$ cat config.mk
export PLATFORM = sky130hd
export DESIGN_NAME = edge_timer
export DESIGN_NICKNAME = d
export VERILOG_FILES = /design/src/edge_timer_pkg.sv /design/src/edge_timer.sv
export SDC_FILE = /design/constraint.sdc
export NUM_CORES = 1
export LEC_CHECK = 0
export ABC_AREA = 1
export BUFFER_PORTS_ARGS = -buffer_cell sky130_fd_sc_hd__buf_2
export CORE_UTILIZATION = 24
export CTS_CLUSTER_SIZE = 28
export DETAILED_ROUTE_END_ITERATION = 10
export GPL_ROUTABILITY_DRIVEN = 0
export HOLD_SLACK_MARGIN = 0.1
export SYNTH_ARGS = -nofsm -noshare
export SYNTH_HDL_FRONTEND = slang
export SYNTH_SLANG_ARGS = --single-unit
$ cat constraint.sdc
create_clock -name pclk -period 5.6 [get_ports pclk]
set_clock_uncertainty 0.15 [all_clocks]
set_input_delay 1.68 -clock pclk [delete_from_list [all_inputs] [get_ports pclk]]
set_output_delay 1.68 -clock pclk [all_outputs]
set_load 0.05 [all_outputs]
$ cat src/edge_timer_pkg.sv
/*
 * Shared constants and types for the edge measurement timer channel:
 * register offsets, control field layout, reset values, counter steps.
 * Assumes a 32-bit APB with byte addresses and one word per register.
 */
`default_nettype none

package edge_timer_pkg;

    // ********************************
    // register map (byte offsets)
    // ********************************
    localparam logic [7:0] OFF_CTRL = 8'h00;
    localparam logic [7:0] OFF_STATUS = 8'h04;
    localparam logic [7:0] OFF_MASK = 8'h08;
    localparam logic [7:0] OFF_TIME = 8'h0C;
    localparam logic [7:0] OFF_EVENT = 8'h10;
    localparam logic [7:0] OFF_AUX = 8'h14;
    localparam logic [7:0] OFF_GRA = 8'h18;
    localparam logic [7:0] OFF_GRB = 8'h1C;
    localparam logic [7:0] OFF_GRC = 8'h20;
    localparam logic [7:0] OFF_GRD = 8'h24;

    // ********************************
    // control fields and modes
    // ********************************
    localparam int CTRL_MODE_LSB = 0;
    localparam int CTRL_SEL_LSB = 2;
    localparam logic [1:0] MODE_OFF = 2'h0;
    localparam logic [1:0] MODE_ROT = 2'h1;
    localparam logic [1:0] MODE_UPDN = 2'h2;
    localparam logic [1:0] MODE_QUAD = 2'h3;
    localparam int CLK_LINES = 6;

    // ********************************
    // status bit positions
    // ********************************
    localparam int ST_CAP = 0;
    localparam int ST_TOVF = 1;
    localparam int ST_EOVF = 2;
    localparam int ST_AOVF = 3;

    // ********************************
    // counter steps and reset values
    // ********************************
    localparam logic [31:0] TC_STEP = 32'h0000_0100;
    localparam logic [31:0] TC_CLR_CNT = 32'h0000_0100;
    localparam logic [31:0] TC_ZERO = 32'h0000_0000;
    localparam logic [31:0] TC_TOP = 32'hFFFF_FF00;
    localparam logic [15:0] EC_TOP = 16'hFFFF;
    localparam logic [15:0] EC_ZERO = 16'h0000;
    localparam logic [31:0] GR_RST = 32'h0000_0000;
    localparam logic [3:0] FLAGS_RST = 4'h0;

    typedef struct packed {
        logic aovf;
        logic eovf;
        logic tovf;
        logic cap;
    } flags_t;

endpackage

`default_nettype wire

$ cat src/edge_timer.sv
/*
 * One channel of an edge measurement timer with APB register access:
 * rotation/pulse measurement, up/down and quadrature event counting,
 * overflow and underflow flags, one masked level interrupt.
 * Assumes clk_bus lines are one-cycle enables made on pclk by a shared
 * prescaler, and pulse inputs are asynchronous pins.
 */
// How it works
// - rotation: time counter counts while input A low
// - rotation: edge clears time counter, 0x100 if low
// - rotation: event counter counts synchronized rising edges
// - rotation: register A captures time counter on edge
// - aux counter shares clock, clears to 0x100
// - rotation: register C captures aux counter on edge
// - rotation: register D accumulates aux before clearing
// - rotation: aux counter matching register B low byte flags
// - rotation: capture flag set on next count clock
// - counting modes: time counter clears after A match
// - up/down: both A edges, B high counts down
// - counting modes: register B captures event counter
// - counting modes: capture flag after compare match
// - quadrature: all edges except coincident A and B edges, direction from other input
// - wrap to zero without clear sets overflow
// - event counter underflow sets its overflow flag
`default_nettype none

module edge_timer
    import edge_timer_pkg::*;
(
    input wire logic pclk,
    input wire logic presetn,
    input wire logic psel,
    input wire logic penable,
    input wire logic pwrite,
    input wire logic [7:0] paddr,
    input wire logic [31:0] pwdata,
    output logic [31:0] prdata,
    output logic pready,
    output logic pslverr,
    input wire logic [CLK_LINES-1:0] clk_bus,
    input wire logic pulse_input_a,
    input wire logic pulse_input_b,
    output logic irq
);

    // ********************************
    // state
    // ********************************
    typedef struct packed {
        logic a_meta;
        logic a_sync;
        logic a_prev;
        logic b_meta;
        logic b_sync;
        logic b_prev;
        logic edge_pend;
        logic cmp_hit;
        logic [1:0] mode;
        logic [2:0] clk_sel;
        flags_t status;
        flags_t mask;
        logic [31:0] time_counter;
        logic [15:0] event_counter;
        logic [31:0] aux_time_counter;
        logic [31:0] general_reg_a;
        logic [31:0] general_reg_b;
        logic [31:0] general_reg_c;
        logic [31:0] general_reg_d;
        logic [31:0] prdata;
    } state_t;

    state_t s_r;
    state_t s_nxt;

    logic tick;
    logic a_rise;
    logic a_fall;
    logic b_rise;
    logic b_fall;
    logic ec_up;
    logic ec_dn;
    logic aux_match;
    logic counting;
    logic wr;
    logic rd_setup;
    logic mapped;
    flags_t set;
    flags_t clr;

    // ********************************
    // combinational helpers
    // ********************************
    // selects 6 and 7 give no count clock at all
    assign tick = (s_r.clk_sel < 3'(CLK_LINES)) && (s_r.mode != MODE_OFF)
                  && clk_bus[s_r.clk_sel];
    assign a_rise = s_r.a_sync && !s_r.a_prev;
    assign a_fall = !s_r.a_sync && s_r.a_prev;
    assign b_rise = s_r.b_sync && !s_r.b_prev;
    assign b_fall = !s_r.b_sync && s_r.b_prev;
    assign counting = (s_r.mode == MODE_UPDN) || (s_r.mode == MODE_QUAD);
    // compared in count units: bits above the 0x100 step
    assign aux_match = (s_r.mode == MODE_ROT)
                       && (s_r.aux_time_counter[31:8]
                           == {16'h0000, s_r.general_reg_b[7:0]});

    always_comb begin
        ec_up = 1'b0;
        ec_dn = 1'b0;
        unique case (s_r.mode)
            MODE_ROT: begin
                ec_up = a_rise;
            end
            MODE_UPDN: begin
                ec_up = (a_rise || a_fall) && !s_r.b_sync;
                ec_dn = (a_rise || a_fall) && s_r.b_sync;
            end
            MODE_QUAD: begin
                // coincident edges on both inputs are dropped
                if (!((a_rise || a_fall) && (b_rise || b_fall))) begin
                    ec_up = (a_rise && !s_r.b_sync) || (a_fall && s_r.b_sync)
                         || (b_rise && s_r.a_sync) || (b_fall && !s_r.a_sync);
                    ec_dn = (a_rise && s_r.b_sync) || (a_fall && !s_r.b_sync)
                         || (b_rise && !s_r.a_sync) || (b_fall && s_r.a_sync);
                end
            end
            default: begin
            end
        endcase
    end

    // ********************************
    // apb slave
    // ********************************
    // zero wait: read data is loaded in the setup cycle
    assign pready = 1'b1;
    assign wr = psel && penable && pwrite;
    assign rd_setup = psel && !penable && !pwrite;
    assign prdata = s_r.prdata;

    always_comb begin
        unique case (paddr)
            OFF_CTRL, OFF_STATUS, OFF_MASK, OFF_TIME, OFF_EVENT, OFF_AUX,
            OFF_GRA, OFF_GRB, OFF_GRC, OFF_GRD: mapped = 1'b1;
            default: mapped = 1'b0;
        endcase
    end
    assign pslverr = psel && penable && !mapped;

    assign irq = |(s_r.status & s_r.mask);

    // ********************************
    // next state
    // ********************************
    always_comb begin
        s_nxt = s_r;
        set = '0;
        clr = '0;

        // three flops per pin; the first one never feeds logic
        s_nxt.a_meta = pulse_input_a;
        s_nxt.a_sync = s_r.a_meta;
        s_nxt.a_prev = s_r.a_sync;
        s_nxt.b_meta = pulse_input_b;
        s_nxt.b_sync = s_r.b_meta;
        s_nxt.b_prev = s_r.b_sync;

        // one pending edge only: faster edges merge into one capture
        s_nxt.edge_pend = (s_r.edge_pend && !tick)
                          || ((s_r.mode == MODE_ROT) && (a_rise || a_fall));

        // event counter with wrap detection
        if (ec_up) begin
            s_nxt.event_counter = s_r.event_counter + 16'h0001;
            set.eovf = (s_r.event_counter == EC_TOP);
        end else if (ec_dn) begin
            s_nxt.event_counter = s_r.event_counter - 16'h0001;
            set.eovf = (s_r.event_counter == EC_ZERO);
        end

        if (s_r.mode == MODE_ROT) begin
            if (tick && s_r.edge_pend) begin
                s_nxt.time_counter = s_r.a_sync ? TC_ZERO : TC_CLR_CNT;
                s_nxt.aux_time_counter = TC_CLR_CNT;
                s_nxt.general_reg_a = s_r.time_counter;
                s_nxt.general_reg_c = s_r.aux_time_counter;
                s_nxt.general_reg_d = s_r.general_reg_d
                                      + s_r.aux_time_counter;
                set.cap = 1'b1;
            end else if (tick) begin
                if (!s_r.a_sync) begin
                    s_nxt.time_counter = s_r.time_counter + TC_STEP;
                    set.tovf = (s_r.time_counter == TC_TOP);
                end
                s_nxt.aux_time_counter = s_r.aux_time_counter + TC_STEP;
                set.aovf = (s_r.aux_time_counter == TC_TOP);
            end
            set.aovf = set.aovf || aux_match;
        end

        if (counting) begin
            s_nxt.cmp_hit = (s_r.time_counter == s_r.general_reg_a)
                            && !s_r.cmp_hit;
            if (s_r.cmp_hit) begin
                // a count landing on the clear keeps its step
                s_nxt.time_counter = tick ? TC_CLR_CNT : TC_ZERO;
                s_nxt.general_reg_b = {16'h0000, s_r.event_counter};
                set.cap = 1'b1;
            end else if (tick) begin
                s_nxt.time_counter = s_r.time_counter + TC_STEP;
                set.tovf = (s_r.time_counter == TC_TOP);
            end
        end else begin
            s_nxt.cmp_hit = 1'b0;
        end

        // software access; hardware captures take precedence
        if (wr) begin
            unique case (paddr)
                OFF_CTRL: begin
                    s_nxt.mode = pwdata[CTRL_MODE_LSB +: 2];
                    s_nxt.clk_sel = pwdata[CTRL_SEL_LSB +: 3];
                end
                OFF_STATUS: clr = flags_t'(pwdata[3:0]);
                OFF_MASK: s_nxt.mask = flags_t'(pwdata[3:0]);
                OFF_GRA: begin
                    if (!(s_r.mode == MODE_ROT && tick && s_r.edge_pend)) begin
                        s_nxt.general_reg_a = pwdata;
                    end
                end
                OFF_GRB: begin
                    if (!(counting && s_r.cmp_hit)) begin
                        s_nxt.general_reg_b = pwdata;
                    end
                end
                OFF_GRD: begin
                    if (!(s_r.mode == MODE_ROT && tick && s_r.edge_pend)) begin
                        s_nxt.general_reg_d = pwdata;
                    end
                end
                default: begin
                end
            endcase
        end

        // a set in the same cycle as its clear survives
        s_nxt.status = (s_r.status & ~clr) | set;

        if (rd_setup) begin
            unique case (paddr)
                OFF_CTRL: s_nxt.prdata = {27'h0, s_r.clk_sel, s_r.mode};
                OFF_STATUS: s_nxt.prdata = {28'h0, s_r.status};
                OFF_MASK: s_nxt.prdata = {28'h0, s_r.mask};
                OFF_TIME: s_nxt.prdata = s_r.time_counter;
                OFF_EVENT: s_nxt.prdata = {16'h0000, s_r.event_counter};
                OFF_AUX: s_nxt.prdata = s_r.aux_time_counter;
                OFF_GRA: s_nxt.prdata = s_r.general_reg_a;
                OFF_GRB: s_nxt.prdata = s_r.general_reg_b;
                OFF_GRC: s_nxt.prdata = s_r.general_reg_c;
                OFF_GRD: s_nxt.prdata = s_r.general_reg_d;
                default: s_nxt.prdata = 32'h0000_0000;
            endcase
        end
    end

    always_ff @(posedge pclk or negedge presetn) begin
        if (!presetn) begin
            s_r <= '0;
        end else begin
            s_r <= s_nxt;
        end
    end
endmodule

`default_nettype wire

==> impl_results.md <==
- # fillers: 7459
- Max-slew violations: 0
- Total CTS buffers: 30
- Layout area overhead: 12.9%
- Routed length per placed instance: 19.0 µm
- Root Buffer: clkbuf_16
- Syn_nets: 2481
- Worst skew pair latency: 0.58 ns
- Hold buffers post-CTS: 0
- CP peak stage delay: 0.31 ns
- Clock sinks: approximately 250
- Post-synth EDFFs: 0
- Die area: 0.0699 mm²
- Final Hold Viols: 0
- Die height: 264 µm
- Global-route wire length before repair: 96400 µm
- Mapped Area: 0.0165 mm²
- Post-Synthesis Cells: between 2000 and 2500
- Fin Setup TNS: 0 ns
- Initial antenna violation count: 1
- Port bufs: 86
- Clock transition at path regs: ~0.060 ns
- Drt total wl: 62600 µm
- Gr ovfl total: 0
- Fmax: between 0.2 and 0.25 GHz
- Vias in the first global route: 15400
- Post-route ant nets: 0
- DRC errors left: 0
- Leak pwr: 9.20 nW
- Count of different cell masters after synthesis: 55
- Postcts setup bufs: 0
- FP Rows: 95
- DP Worst Slack: ~0.73 ns
- Vias per cell: 5.04
- Fin worst setup slack: 0.720 ns
- Slew headroom: 26.3%
- FF+latch area: 0.00613 mm²
- Cell mode on critical path: buf_2
- Worst-path cell chain: buf_2 > or2_1 > nor3_1 > nand2_1 > buf_4 > nand4_1 > nor4_2 > buf_2
- Antenna cells: 0
- Peak supply drop: 0.250 mV
- Hold Path Class: flip-flop to flip-flop
- Deepest clock path buffer count: 3
- WS Path Type: input pin to output pin
- Worst slew pin tran: 1.10 ns
- Outcome: complete, no violations
- Critical path fanouts, max: 8
- IO Count: 88
- Fin crit share: 87.2%
- Vias: 16600
- GRT Util Overall: 17.7%
- Die Wd: between 200 and 300 µm
- Area of the multi-input gates: 0.00859 mm²
- HPWL Detailed: about 46000 µm
- CTS tree: done
- First drt pass iteration count: 5
- Max cap viols: 0
- Largest net degree at the start of global routing: 86
- Pwr dens: 350 mW/mm²
- Yosys Warn Count: 0
- Final nets: about 2500
- Seq cells post-synth: 245
- Layout cells sized above 1: under 10%
- Power consumption: between 6 and 7 mW
- Critical Path Start Type: input pin
- Initial Util: 24.4%
- Post-synthesis area per instance: 6.93 µm²
- Most common cell after layout, fill and taps aside: nand2_1
- Core footprint: between 0.06 and 0.07 mm²
- Most frequent cells in the layout: nand2_1, o21ai_0, inv_1
- Post-synthesis sequential area ratio: 37.1%
- CTS HTree Levels: 1
- Endpoint class of the critical path: output pin
- Critical Path RT: 3.77 ns
- Post-synthesis async set-or-reset flop share: 100%
- Tmin final: 4.88 ns
- DR iter-0 viols: roughly 1800
- Arr. time, crit path: about 3.1 ns
- RSZ-0062 raised after global routing: false
- Post-synth top flop: dfrtp_1
- Final setup fails: 0
- Post-cts repair resize count: 0
- Worst path slowest cell: nor3_1
## logic make-up after synthesis
kind of cell             share of synthesized area (%)
flip-flops                                        37.1
multiplexers                                     0.189
buffers and inverters                             11.0
AO/OA/AOI/OAI                                     17.3
other                                           0.0227
XOR/XNOR                                          2.44
adder cells (fa/ha/maj)                           3.45
AND/OR/NAND/NOR                                   28.5
## power by group
| part | switching [mW] | leakage (nW) | total [mW] | internal (mW) |
|---|---|---|---|---|
| sequential | 0.307 | 2.98 | 2.27 | 1.96 |
| clock | 0.842 | 0.567 | 2.28 | 1.44 |
| combinational | 1.29 | 5.65 | 1.98 | 0.687 |
## per-layer routing
| layer | part of all wire, % | global-route usage (%) |
|---|---|---|
| met1 | 45 | 24.8 |
| met2 | 43 | 27.4 |
| met3 | 8.1 | 2.74 |
| met4 | 3.7 | 6.57 |
| met5 | 0 | 0 |
## synth_stat cells, types with 6 or more instances
master	n	area, µm²
nand2_1	742	2790
o21ai_0	302	1510
inv_1	273	1020
dfrtp_1	245	6130
nor2_1	107	402
a21oi_1	102	510
nand3_1	91	455
nand4_1	69	432
nor3_1	47	235
ha_1	44	551
o22ai_1	41	257
buf_4	40	300
clkbuf_1	40	150
buf_2	30	150
xor2_1	30	263
nor4_1	18	113
xnor2_1	16	140
o211ai_1	13	97.6
o31ai_1	13	97.6
o21ai_1	11	55.1
buf_6	10	113
inv_2	9	33.8
o2111ai_1	9	78.8
nand3b_1	8	60.1
o21bai_1	8	60.1
or2_2	7	43.8
a31oi_1	6	37.5
## worst max-delay path: cells and delay by family
kind | cells | cell delay, ns
AND/OR/NAND/NOR | 5 | 0.85
buffers and inverters | 3 | 0.52
## cell type report
cell class	count	area share (%)
Multi-Input combinational cell	1727	46.1
Sequential cell	245	32.9
Tap cell	873	5.86
Inverter	286	5.77
Clock buffer	42	4.81
Timing Repair Buffer	107	3.27
Clock inverter	14	1.37
## flip-flops by register name (all words and copies together) (netlist names)
name / cells
prdata: 32
s_r: 209
s_nxt: 4
## through the flow
step | instance area, µm² | cells | hold WS, ns | util [%]
floorplan | 16500 | 2383 | 0.181 | -
global route | 18700 | 3294 | 0.200 | 27.6
finish | 18700 | 3294 | 0.195 | 27.6
global placement | 17500 | 3238 | 0.183 | 25.9
detailed placement | 17500 | 3238 | 0.186 | 25.9
CTS | 18700 | 3294 | 0.199 | 27.6
## worst paths after layout
kind,start,end,cells after the start,slack (ns)
hold reg to reg,s_nxt[259],s_nxt[258],0,0.20
setup / recovery,paddr[7],pslverr,8,0.72
setup reg to reg,s_nxt[258],s_r[204],18,1.42
max in group asynchronous,presetn,s_r[93],2,3.28
min in group asynchronous,presetn,s_nxt[259],1,0.93
hold / removal,s_nxt[259],s_nxt[258],0,0.20
No activity file was read; power rests on OpenSTA's default activity.
